**config.mk**
```make
export PLATFORM = sky130hd
export DESIGN_NAME = msg_flags_and_overflow_mode
export DESIGN_NICKNAME = d
export VERILOG_FILES = /design/src/rtl/ovf_msg_pkg.sv /design/src/rtl/msg_flag_tracker.sv /design/src/rtl/ovf_resolver.sv /design/src/rtl/msg_flags_and_overflow_mode.sv
export SDC_FILE = /design/constraint.sdc
export NUM_CORES = 1
export LEC_CHECK = 0
export BUFFER_PORTS_ARGS = -buffer_cell sky130_fd_sc_hd__buf_2
export CAP_MARGIN = 5
export CORE_ASPECT_RATIO = 1.75
export CORE_MARGIN = 4
export CORE_UTILIZATION = 50
export DETAILED_ROUTE_END_ITERATION = 10
export PLACE_DENSITY = 0.8
export SYNTH_ARGS = -nofsm -noshare
export SYNTH_HDL_FRONTEND = slang
export SYNTH_SLANG_ARGS = --single-unit
export TNS_END_PERCENT = 30
```
**constraint.sdc**
```tcl
create_clock -name mclk -period 1.8 [get_ports mclk]
set_input_delay 0.27 -clock mclk [delete_from_list [all_inputs] [get_ports mclk]]
set_output_delay 0.27 -clock mclk [all_outputs]
set_load 0.01 [all_outputs]
```
**src/rtl/ovf_msg_pkg.sv**
```systemverilog
// shared constants and types for the message flag and overflow mode bank
package ovf_msg_pkg;

  // bus geometry
  localparam int ADDR_W = 8;
  localparam int DATA_W = 32;
  localparam int IDX_W  = ADDR_W - 2;

  // register indices; byte address is four times the index
  localparam logic [IDX_W-1:0] IDX_STATUS2  = 6'h02;
  localparam logic [IDX_W-1:0] IDX_OVF      = 6'h03;
  localparam logic [IDX_W-1:0] IDX_DEST     = 6'h04;
  localparam logic [IDX_W-1:0] IDX_MATHREG  = 6'h05;

  // status word two field positions
  localparam int BIT_INCOMING  = 5;
  localparam int BIT_REPLY     = 6;
  localparam int BIT_OUTGOING  = 7;
  localparam int BIT_OVF_MODE  = 14;
  localparam int STATUS_W      = 16;
  localparam int BYTE_OVF_MODE = BIT_OVF_MODE / 8;

  // overflow status register field positions
  localparam int OVF_BIT_FLAG  = 0;
  localparam int OVF_BIT_TRAP  = 1;
  localparam int BYTE_OVF      = 0;

  // reset value of the overflow mode bit: saturate
  localparam logic OVF_MODE_RESET = 1'b0;

  // saturation limits of a 16-bit signed destination
  localparam logic signed [31:0] LIM_MAX = 32'sh00007FFF;
  localparam logic signed [31:0] LIM_MIN = 32'shFFFF8000;
  localparam logic [15:0]        SAT_MAX = 16'h7FFF;
  localparam logic [15:0]        SAT_MIN = 16'h8000;

  // bus response codes
  localparam logic [1:0] RESP_OKAY   = 2'b00;
  localparam logic [1:0] RESP_SLVERR = 2'b10;

  typedef enum logic [2:0] {
    OP_ADD,
    OP_SUB,
    OP_MUL,
    OP_DIV,
    OP_DDV
  } mathOp_e;

endpackage

```
**src/rtl/msg_flag_tracker.sv**
```systemverilog
// communication pending flags of status word two
module msg_flag_tracker (
  // clock and reset
  input  wire logic mclk,
  input  wire logic rst_b,
  // events from the communication engine
  input  wire logic remoteRequest,
  input  wire logic remoteServiced,
  input  wire logic replyArrived,
  input  wire logic replyStored,
  input  wire logic msgQueued,
  input  wire logic txStart,
  input  wire logic txDone,
  // flags
  output logic      incomingPending,
  output logic      replyPending,
  output logic      outgoingPending,
  output logic      txBusy
);

  logic incomingNxt;
  logic replyNxt;
  logic busyNxt;
  logic outgoingNxt;

  // a new event in the clearing cycle keeps the flag set
  assign incomingNxt = remoteRequest | (incomingPending & ~remoteServiced);
  assign replyNxt    = replyArrived | (replyPending & ~replyStored);
  assign busyNxt     = txStart | (txBusy & ~txDone);
  // pending only while something waits and nothing is on the wire
  assign outgoingNxt = ~txStart & msgQueued & ~busyNxt;

  always_ff @(posedge mclk or negedge rst_b) begin
    if (!rst_b) begin
      incomingPending <= 1'b0;
      replyPending    <= 1'b0;
      outgoingPending <= 1'b0;
      txBusy          <= 1'b0;
    end else begin
      incomingPending <= incomingNxt;
      replyPending    <= replyNxt;
      outgoingPending <= outgoingNxt;
      txBusy          <= busyNxt;
    end
  end

endmodule // msg_flag_tracker

```
**src/rtl/ovf_resolver.sv**
```systemverilog
// resolves arithmetic results into a 16-bit destination per overflow mode
module ovf_resolver (
  // clock and reset
  input  wire logic                    mclk,
  input  wire logic                    rst_b,
  // result from the arithmetic unit
  input  wire logic                    opValid,
  input  wire ovf_msg_pkg::mathOp_e    opKind,
  input  wire logic signed [31:0]      rawResult,
  input  wire logic                    overflowMode,
  // flag clears from software
  input  wire logic                    clrFlag,
  input  wire logic                    clrTrap,
  // outputs
  output logic [15:0]                  destValue,
  output logic                         destValid,
  output logic [31:0]                  mathRegValue,
  output logic                         overflowFlag,
  output logic                         overflowTrap
);
  import ovf_msg_pkg::*;

  logic        tooBig;
  logic        tooSmall;
  logic        overflow;
  logic        useTrunc;
  logic [15:0] satValue;
  logic [15:0] resolved;
  logic        mathRegWrite;

  assign tooBig   = rawResult > LIM_MAX;
  assign tooSmall = rawResult < LIM_MIN;
  assign overflow = tooBig | tooSmall;
  // double divide ignores the mode and always saturates
  assign useTrunc = overflowMode & (opKind != OP_DDV);
  assign satValue = tooBig ? SAT_MAX : SAT_MIN;
  assign resolved = (overflow & ~useTrunc) ? satValue : rawResult[15:0];
  // math register is written from the raw result, never from the mode
  assign mathRegWrite = opValid & ((opKind == OP_MUL) | (opKind == OP_DIV));

  always_ff @(posedge mclk or negedge rst_b) begin
    if (!rst_b) begin
      destValue    <= 16'h0000;
      destValid    <= 1'b0;
      mathRegValue <= 32'h00000000;
      overflowFlag <= 1'b0;
      overflowTrap <= 1'b0;
    end else begin
      destValid <= opValid;
      if (opValid) begin
        destValue <= resolved;
      end
      if (mathRegWrite) begin
        mathRegValue <= rawResult;
      end
      overflowFlag <= (opValid & overflow) | (overflowFlag & ~clrFlag);
      overflowTrap <= (opValid & overflow) | (overflowTrap & ~clrTrap);
    end
  end

endmodule // ovf_resolver

```
**src/rtl/msg_flags_and_overflow_mode.sv**
```systemverilog
// status word two bank: message pending flags and overflow mode, AXI4-Lite slave
// Operation
// - the incoming-request flag sets whenever a remote node asks for data or sends a command.
// - the incoming-request flag clears once that remote request has been serviced.
// - the reply-pending flag sets when a remote node returns data a local message asked for.
// - the reply-pending flag clears after the data is stored and the message status updated.
// - the outgoing-pending flag is set while a message is queued and none is transmitting.
// - the outgoing-pending flag clears at the moment a transmission starts.
// - after a transmission the outgoing flag sets again only if more messages are queued.
// - any arithmetic result that does not fit sets both the overflow bit and the trap bit.
// - with the mode bit set, an overflowing result other than a double divide is written as its low 16 bits.
// - with the mode bit clear, an overflowing result saturates to 32767 or -32768.
// - the overflow mode bit resets to zero, selecting saturation.
// - the double divide instruction behaves the same whatever the mode bit says.
// - multiply and divide leave the same math register value in either mode.
module msg_flags_and_overflow_mode (
  // clock and reset
  input  wire logic                           mclk,
  input  wire logic                           rst_b,
  // write address channel
  input  wire logic [ovf_msg_pkg::ADDR_W-1:0] awaddr,
  input  wire logic                           awvalid,
  output logic                                awready,
  // write data channel
  input  wire logic [ovf_msg_pkg::DATA_W-1:0] wdata,
  input  wire logic [3:0]                     wstrb,
  input  wire logic                           wvalid,
  output logic                                wready,
  // write response channel
  output logic [1:0]                          bresp,
  output logic                                bvalid,
  input  wire logic                           bready,
  // read address channel
  input  wire logic [ovf_msg_pkg::ADDR_W-1:0] araddr,
  input  wire logic                           arvalid,
  output logic                                arready,
  // read data channel
  output logic [ovf_msg_pkg::DATA_W-1:0]      rdata,
  output logic [1:0]                          rresp,
  output logic                                rvalid,
  input  wire logic                           rready,
  // communication engine events
  input  wire logic                           remoteRequest,
  input  wire logic                           remoteServiced,
  input  wire logic                           replyArrived,
  input  wire logic                           replyStored,
  input  wire logic                           msgQueued,
  input  wire logic                           txStart,
  input  wire logic                           txDone,
  // arithmetic unit result
  input  wire logic                           opValid,
  input  wire ovf_msg_pkg::mathOp_e           opKind,
  input  wire logic signed [31:0]             rawResult,
  // status to the controller core
  output logic                                incomingPending,
  output logic                                replyPending,
  output logic                                outgoingPending,
  output logic                                txBusy,
  output logic                                overflowMode,
  // resolved arithmetic outputs
  output logic [15:0]                         destValue,
  output logic                                destValid,
  output logic [31:0]                         mathRegValue,
  output logic                                overflowFlag,
  output logic                                overflowTrap
);
  import ovf_msg_pkg::*;

  // register index taken from a byte address
  function automatic logic [IDX_W-1:0] regIndex(input logic [ADDR_W-1:0] addr);
    regIndex = addr[ADDR_W-1:2];
  endfunction

  // only the four words of the bank answer okay
  function automatic logic isMapped(input logic [IDX_W-1:0] idx);
    isMapped = (idx == IDX_STATUS2) | (idx == IDX_OVF) |
               (idx == IDX_DEST) | (idx == IDX_MATHREG);
  endfunction

  // write side state
  logic                 awHeld_r;
  logic                 awHeld_nxt;
  logic [ADDR_W-1:0]    awAddr_r;
  logic                 wHeld_r;
  logic                 wHeld_nxt;
  logic [DATA_W-1:0]    wData_r;
  logic [3:0]           wStrb_r;
  logic                 awReady_r;
  logic                 wReady_r;
  logic                 bValid_r;
  logic                 bValid_nxt;
  logic [1:0]           bResp_r;

  // read side state
  logic                 arReady_r;
  logic                 rValid_r;
  logic                 rValid_nxt;
  logic [DATA_W-1:0]    rData_r;
  logic [1:0]           rResp_r;

  // configuration
  logic                 overflowMode_r;
  logic                 overflowMode_nxt;

  // handshakes and decode
  logic                 awTake;
  logic                 wTake;
  logic                 arTake;
  logic                 doWrite;
  logic [IDX_W-1:0]     wrIdx;
  logic [IDX_W-1:0]     rdIdx;
  logic                 wrMapped;
  logic                 rdMapped;
  logic                 wrStatus;
  logic                 wrOvf;
  logic                 clrFlag;
  logic                 clrTrap;

  // read assembly
  logic [STATUS_W-1:0]  statusWord;
  logic [DATA_W-1:0]    ovfWord;
  logic [DATA_W-1:0]    readData;

  // resolver outputs
  logic [15:0]          destValueW;
  logic                 destValidW;
  logic [31:0]          mathRegW;
  logic                 ovfFlagW;
  logic                 ovfTrapW;

  // tracker outputs
  logic                 incomingW;
  logic                 replyW;
  logic                 outgoingW;
  logic                 busyW;

  // write channel handshakes
  assign awTake     = awvalid & awReady_r;
  assign wTake      = wvalid & wReady_r;
  assign doWrite    = awHeld_r & wHeld_r & ~bValid_r;
  assign awHeld_nxt = doWrite ? 1'b0 : (awHeld_r | awTake);
  assign wHeld_nxt  = doWrite ? 1'b0 : (wHeld_r | wTake);
  assign bValid_nxt = doWrite | (bValid_r & ~bready);

  // write decode
  assign wrIdx    = regIndex(awAddr_r);
  assign wrMapped = isMapped(wrIdx);
  assign wrStatus = doWrite & (wrIdx == IDX_STATUS2);
  assign wrOvf    = doWrite & (wrIdx == IDX_OVF) & wStrb_r[BYTE_OVF];

  // only the mode bit of the status word is writable
  assign overflowMode_nxt = (wrStatus & wStrb_r[BYTE_OVF_MODE]) ?
                            wData_r[BIT_OVF_MODE] : overflowMode_r;

  // overflow flags clear by writing one
  assign clrFlag = wrOvf & wData_r[OVF_BIT_FLAG];
  assign clrTrap = wrOvf & wData_r[OVF_BIT_TRAP];

  // read channel handshakes and decode
  assign arTake     = arvalid & arReady_r;
  assign rValid_nxt = arTake | (rValid_r & ~rready);
  assign rdIdx      = regIndex(araddr);
  assign rdMapped   = isMapped(rdIdx);

  // status word with reserved positions held at zero
  always_comb begin
    statusWord               = '0;
    statusWord[BIT_INCOMING] = incomingW;
    statusWord[BIT_REPLY]    = replyW;
    statusWord[BIT_OUTGOING] = outgoingW;
    statusWord[BIT_OVF_MODE] = overflowMode_r;
  end

  always_comb begin
    ovfWord               = '0;
    ovfWord[OVF_BIT_FLAG] = ovfFlagW;
    ovfWord[OVF_BIT_TRAP] = ovfTrapW;
  end

  assign readData = (rdIdx == IDX_STATUS2) ? {16'h0000, statusWord} :
                    (rdIdx == IDX_OVF)     ? ovfWord :
                    (rdIdx == IDX_DEST)    ? {16'h0000, destValueW} :
                    (rdIdx == IDX_MATHREG) ? mathRegW :
                    32'h00000000;

  // write address and data capture
  always_ff @(posedge mclk or negedge rst_b) begin
    if (!rst_b) begin
      awHeld_r  <= 1'b0;
      awAddr_r  <= '0;
      awReady_r <= 1'b0;
    end else begin
      awHeld_r  <= awHeld_nxt;
      awReady_r <= ~awHeld_nxt;
      if (awTake) begin
        awAddr_r <= awaddr;
      end
    end
  end

  always_ff @(posedge mclk or negedge rst_b) begin
    if (!rst_b) begin
      wHeld_r  <= 1'b0;
      wData_r  <= '0;
      wStrb_r  <= 4'h0;
      wReady_r <= 1'b0;
    end else begin
      wHeld_r  <= wHeld_nxt;
      wReady_r <= ~wHeld_nxt;
      if (wTake) begin
        wData_r <= wdata;
        wStrb_r <= wstrb;
      end
    end
  end

  // write response
  always_ff @(posedge mclk or negedge rst_b) begin
    if (!rst_b) begin
      bValid_r <= 1'b0;
      bResp_r  <= RESP_OKAY;
    end else begin
      bValid_r <= bValid_nxt;
      if (doWrite) begin
        bResp_r <= wrMapped ? RESP_OKAY : RESP_SLVERR;
      end
    end
  end

  // mode bit, saturation after reset
  always_ff @(posedge mclk or negedge rst_b) begin
    if (!rst_b) begin
      overflowMode_r <= OVF_MODE_RESET;
    end else begin
      overflowMode_r <= overflowMode_nxt;
    end
  end

  // read answer, one word at a time
  always_ff @(posedge mclk or negedge rst_b) begin
    if (!rst_b) begin
      arReady_r <= 1'b0;
      rValid_r  <= 1'b0;
      rData_r   <= '0;
      rResp_r   <= RESP_OKAY;
    end else begin
      arReady_r <= ~rValid_nxt;
      rValid_r  <= rValid_nxt;
      if (arTake) begin
        rData_r <= readData;
        rResp_r <= rdMapped ? RESP_OKAY : RESP_SLVERR;
      end
    end
  end

  // output registers of the core-facing status
  always_ff @(posedge mclk or negedge rst_b) begin
    if (!rst_b) begin
      incomingPending <= 1'b0;
      replyPending    <= 1'b0;
      outgoingPending <= 1'b0;
      txBusy          <= 1'b0;
      overflowMode    <= OVF_MODE_RESET;
    end else begin
      incomingPending <= incomingW;
      replyPending    <= replyW;
      outgoingPending <= outgoingW;
      txBusy          <= busyW;
      overflowMode    <= overflowMode_r;
    end
  end

  // output registers of the arithmetic path
  always_ff @(posedge mclk or negedge rst_b) begin
    if (!rst_b) begin
      destValue    <= 16'h0000;
      destValid    <= 1'b0;
      mathRegValue <= 32'h00000000;
      overflowFlag <= 1'b0;
      overflowTrap <= 1'b0;
    end else begin
      destValue    <= destValueW;
      destValid    <= destValidW;
      mathRegValue <= mathRegW;
      overflowFlag <= ovfFlagW;
      overflowTrap <= ovfTrapW;
    end
  end

  assign awready = awReady_r;
  assign wready  = wReady_r;
  assign bvalid  = bValid_r;
  assign bresp   = bResp_r;
  assign arready = arReady_r;
  assign rvalid  = rValid_r;
  assign rdata   = rData_r;
  assign rresp   = rResp_r;

  msg_flag_tracker u_flags (
    .mclk            (mclk),
    .rst_b           (rst_b),
    .remoteRequest   (remoteRequest),
    .remoteServiced  (remoteServiced),
    .replyArrived    (replyArrived),
    .replyStored     (replyStored),
    .msgQueued       (msgQueued),
    .txStart         (txStart),
    .txDone          (txDone),
    .incomingPending (incomingW),
    .replyPending    (replyW),
    .outgoingPending (outgoingW),
    .txBusy          (busyW)
  );

  ovf_resolver u_ovf (
    .mclk         (mclk),
    .rst_b        (rst_b),
    .opValid      (opValid),
    .opKind       (opKind),
    .rawResult    (rawResult),
    .overflowMode (overflowMode_r),
    .clrFlag      (clrFlag),
    .clrTrap      (clrTrap),
    .destValue    (destValueW),
    .destValid    (destValidW),
    .mathRegValue (mathRegW),
    .overflowFlag (ovfFlagW),
    .overflowTrap (ovfTrapW)
  );

endmodule // msg_flags_and_overflow_mode

```
==> flow_summary.html <==
<table>
<tr><th>Metric</th><th>Value</th></tr>
<tr><th colspan="2">Run status</th></tr>
<tr><td>Run status</td><td>finished clean</td></tr>
<tr><th colspan="2">GRT</th></tr>
<tr><td>Antenna violations before repair</td><td>0</td></tr>
<tr><td>Vias in the first global route</td><td>4272</td></tr>
<tr><td>Overflow left after global routing</td><td>0</td></tr>
<tr><td>Largest net degree at the start of global routing</td><td>94</td></tr>
<tr><td>Tot GR Track Use</td><td>21.0%</td></tr>
<tr><td>Global-route wire length before repair</td><td>21600 µm</td></tr>
<tr><th colspan="2">CTS</th></tr>
<tr><td>TritonCTS clock tree</td><td>built</td></tr>
<tr><td>Number of clock buffers inserted by TritonCTS</td><td>17</td></tr>
<tr><td>Post-CTS setup buffers</td><td>0</td></tr>
<tr><td>Clock-pin slew of the registers on the worst-case setup and hold paths</td><td>0.06 ns</td></tr>
<tr><td>Clock root buffer</td><td>sky130_fd_sc_hd__clkbuf_16</td></tr>
<tr><td>Latest clock arrival within the worst-skew pair</td><td>0.41 ns</td></tr>
<tr><td>Post-cts gate resize count</td><td>0</td></tr>
<tr><td>Number of levels the H-tree was split into</td><td>4</td></tr>
<tr><td>Post-CTS Hold Buffers</td><td>1</td></tr>
<tr><td>Longest Clk Path Bufs</td><td>2</td></tr>
<tr><td>Clock Sink Count</td><td>164</td></tr>
<tr><th colspan="2">Setup path</th></tr>
<tr><td>Capture instance of the worst register-to-register path</td><td>overflowMode_r</td></tr>
<tr><td>Kind of start point of the critical path</td><td>register</td></tr>
<tr><td>Crit Reg-Reg Startpoint</td><td>bvalid</td></tr>
<tr><td>Most frequent cell on the critical path</td><td>sky130_fd_sc_hd__nand3b_1</td></tr>
<tr><td>Number of cells on the worst reg-to-reg path</td><td>4</td></tr>
<tr><td>Data required time of the worst path</td><td>2.09 ns</td></tr>
<tr><td>Delay of the slowest cell on the worst path</td><td>0.39 ns</td></tr>
<tr><td>Maximum net fanout on the critical path</td><td>6</td></tr>
<tr><td>Worst path top cell family by delay</td><td>simple AND/OR/NAND/NOR gates</td></tr>
<tr><td>Nature of the critical path endpoint</td><td>register</td></tr>
<tr><td>Combined buffer and inverter count along the critical path</td><td>0</td></tr>
<tr><td>Endpoint arrival time on the critical path</td><td>1.80 ns</td></tr>
<tr><td>Slowest cell on the critical path</td><td>sky130_fd_sc_hd__dfrtp_1</td></tr>
<tr><td>Crit path kind</td><td>register to register</td></tr>
<tr><td>Crit path cell chain</td><td>nand3b_1, and4bb_2, nand3b_1, mux2_2</td></tr>
<tr><td>Start point of the critical path</td><td>bvalid</td></tr>
<tr><td>Worst R2R Setup Slack</td><td>0.29 ns</td></tr>
<tr><th colspan="2">Timing</th></tr>
<tr><td>Clock Skews</td><td>0.00737 ns</td></tr>
<tr><td>Final hold slack</td><td>0.0370 ns</td></tr>
<tr><td>Number of pins exceeding their max-slew limit in the final report</td><td>0</td></tr>
<tr><td>Final Critical Period</td><td>1.51 ns</td></tr>
<tr><td>Count of final setup violators</td><td>0</td></tr>
<tr><td>Achievable Freq</td><td>663 MHz</td></tr>
<tr><td>Fin crit share</td><td>83.8%</td></tr>
<tr><td>Count of final hold-check violations</td><td>0</td></tr>
<tr><td>RSZ-0062 raised after global routing</td><td>false</td></tr>
<tr><th colspan="2">Floorplanning</th></tr>
<tr><td>Floorplan die height</td><td>151 µm</td></tr>
<tr><td>Placeable core region</td><td>0.0115 mm²</td></tr>
<tr><td>Number of rows created at floorplan</td><td>52</td></tr>
<tr><td>Io pins</td><td>199</td></tr>
<tr><td>Chip width</td><td>89.9 µm</td></tr>
<tr><td>Effective utilization at floorplan</td><td>50.9%</td></tr>
<tr><td>Floorplan die area</td><td>0.0136 mm²</td></tr>
<tr><th colspan="2">Logic synthesis</th></tr>
<tr><td>Yosys top cell area share</td><td>70.0%</td></tr>
<tr><td>Post-synth EDFFs</td><td>0</td></tr>
<tr><td>Register area share after synthesis</td><td>70.0%</td></tr>
<tr><td>Dominant cell type by area after synthesis</td><td>sky130_fd_sc_hd__dfrtp_1</td></tr>
<tr><td>Number of instances in the synthesized netlist</td><td>392</td></tr>
<tr><td>Syn avg cell area</td><td>15.0 µm²</td></tr>
<tr><td>Top area cells in the synthesized netlist</td><td>sky130_fd_sc_hd__dfrtp_1 (70%), sky130_fd_sc_hd__mux2_2 (8.3%), sky130_fd_sc_hd__mux2i_1 (2.7%)</td></tr>
<tr><td>Unique cell type count in the Yosys netlist</td><td>40</td></tr>
<tr><td>Number of register bits inferred by synthesis</td><td>164</td></tr>
<tr><td>Combined area of all synthesized cells</td><td>0.00586 mm²</td></tr>
<tr><td>Number of warnings issued by yosys</td><td>0</td></tr>
<tr><td>Main flop type after synthesis</td><td>sky130_fd_sc_hd__dfrtp_1</td></tr>
<tr><td>Proportion of synthesized flip-flops having asynchronous set or reset</td><td>100%</td></tr>
<tr><th colspan="2">Detailed routing</th></tr>
<tr><td>Remaining design rule violation count</td><td>0</td></tr>
<tr><td>Drt total wl</td><td>13900 µm</td></tr>
<tr><td>Post-DRT Antenna Nets</td><td>0</td></tr>
<tr><td>WL/cell</td><td>19.3 µm</td></tr>
<tr><td>First-pass iteration count of the detailed router</td><td>4</td></tr>
<tr><td>Drt via density</td><td>5.38</td></tr>
<tr><td>Routed via count</td><td>3867</td></tr>
<tr><td>Count of routing violations after the opening detailed-route iteration</td><td>166</td></tr>
<tr><th colspan="2">Final layout</th></tr>
<tr><td>Post-Route Utilization</td><td>65.5%</td></tr>
<tr><td>Post-route insts no fill</td><td>719</td></tr>
<tr><td>Antenna diodes</td><td>0</td></tr>
<tr><td>Layout overhead on the synthesized area</td><td>28.7%</td></tr>
<tr><td>Leading cell types in the layout, fill and taps excluded</td><td>sky130_fd_sc_hd__dfrtp_1 (164), sky130_fd_sc_hd__buf_2 (160), sky130_fd_sc_hd__mux2_2 (43)</td></tr>
<tr><td>Commonest non-fill, non-tap cell in the layout</td><td>sky130_fd_sc_hd__dfrtp_1</td></tr>
<tr><td>Final #Nets</td><td>673</td></tr>
<tr><td>Fraction of final layout cells with drive strength greater than 1</td><td>46.4%</td></tr>
<tr><th colspan="2">Power</th></tr>
<tr><td>Leak pwr</td><td>3.73 nW</td></tr>
<tr><td>Power density over the cells</td><td>1310 mW/mm²</td></tr>
<tr><td>Peak supply drop</td><td>0.759 mV</td></tr>
<tr><th colspan="2">Min path</th></tr>
<tr><td>Path category of the worst min-delay check</td><td>primary input to register</td></tr>
<tr><td>Number of cells on the worst hold path</td><td>2</td></tr>
<tr><td>Worst Hold Launch</td><td>replyArrived</td></tr>
<tr><td>Worst Hold Endpoint</td><td>u_flags.replyPending</td></tr>
<tr><th colspan="2">Flow run</th></tr>
<tr><td>Maximum Capacitance Violations</td><td>0</td></tr>
<tr><th colspan="2">Place</th></tr>
<tr><td>Placed cell count</td><td>686</td></tr>
<tr><td>Post-DP HPWL</td><td>9830 µm</td></tr>
<tr><td>Buffers on Ports</td><td>161</td></tr>
<tr><td>Routability-driven placement congestion ratio</td><td>0.766</td></tr>
</table>
==> registers in the layout (all words and copies together) (netlist names), 2 cells and up <==
signal and cells:
wData_r 3, destValue 16, u_ovf.mathRegValue 32, wStrb_r 2
rdata 32, awAddr_r 6, mathRegValue 32, u_ovf.destValue 16
==> metal layers <==
layer  vias up  GRT usage (%)  wire length [µm]
met3        31           4.97               706
met1      1946           21.6              4880
met5         -              0                 0
met4         0           11.3               481
li1       1746              -                 -
met2       144           39.1              7800
==> how the worst max path moves through the flow <==
stage / slack (ns) / endpoint / depth (start not counted)
2_1_floorplan: 0.27 / u_ovf.destValue[12] / 6
3_3_place_gp: -0.12 / u_ovf.destValue[14] / 7
3_5_place_dp: -0.15 / u_ovf.destValue[12] / 7
4_1_cts: 0.27 / u_ovf.destValue[12] / 7
5_1_grt: 0.20 / overflowMode_r / 4
6_report: 0.29 / overflowMode_r / 4
==> kinds of logic after synthesis <==
kind of cell    share of synthesized area (%)
compound gates                           9.26
xor+xnor                                0.149
simple gates                             6.59
buf+inv                                  2.97
other cells                            0.0639
flops                                    70.0
mux                                      11.0
==> Yosys cell counts (2+ instances only) <==
master	instances
sky130_fd_sc_hd__mux2i_1	16
sky130_fd_sc_hd__nand4_1	6
sky130_fd_sc_hd__clkbuf_1	10
sky130_fd_sc_hd__nand2_1	15
sky130_fd_sc_hd__o21ai_0	22
sky130_fd_sc_hd__buf_4	2
sky130_fd_sc_hd__buf_2	3
sky130_fd_sc_hd__dfrtp_1	164
sky130_fd_sc_hd__mux2_2	43
sky130_fd_sc_hd__or3_4	2
sky130_fd_sc_hd__a21oi_1	2
sky130_fd_sc_hd__nor4_1	5
sky130_fd_sc_hd__nor2_1	3
sky130_fd_sc_hd__a311o_1	4
sky130_fd_sc_hd__inv_1	12
sky130_fd_sc_hd__a22oi_1	4
sky130_fd_sc_hd__buf_6	3
sky130_fd_sc_hd__a21o_1	5
sky130_fd_sc_hd__and2_1	3
sky130_fd_sc_hd__nand2b_1	3
sky130_fd_sc_hd__buf_1	2
sky130_fd_sc_hd__a22o_1	18
sky130_fd_sc_hd__a311o_2	11
sky130_fd_sc_hd__nor2b_1	17
sky130_fd_sc_hd__nand3b_1	2
==> worst reg2reg max path: stages (launching register included) <==
cell,delay (ns)
sky130_fd_sc_hd__dfrtp_1,0.39
sky130_fd_sc_hd__nand3b_1,0.25
sky130_fd_sc_hd__and4bb_2,0.39
sky130_fd_sc_hd__nand3b_1,0.10
sky130_fd_sc_hd__mux2_2,0.27
==> report_power, final <==
part	switching (mW)	total, mW	internal (mW)	leakage [nW]
registers	0.357	4.70	4.34	1.98
logic	0.757	1.50	0.743	1.44
clock network	1.41	3.72	2.31	0.305
total	2.52	9.92	7.40	3.73
==> area by class of cell <==
class	instances	area, µm²
multi-input cells	195	1600
flip-flops and latches	164	4100
clock buffers	22	474
clock inverters	10	144
well taps	135	169
fillers	830	3970
repair buffers	181	1010
inverters	12	45.0
==> metrics by stage <==
step	setup slack, ns	total power [mW]	cell area, µm²	setup TNS [ns]
floorplan	0.271	5.52	5870	0
global placement	-0.121	6.18	6920	-1.65
detailed placement	-0.150	6.28	6920	-1.97
CTS	0.270	10.0	7550	0
global route	0.198	10.4	7550	0
finish	0.292	9.92	7550	0
No activity file was read; power rests on OpenSTA's default activity.
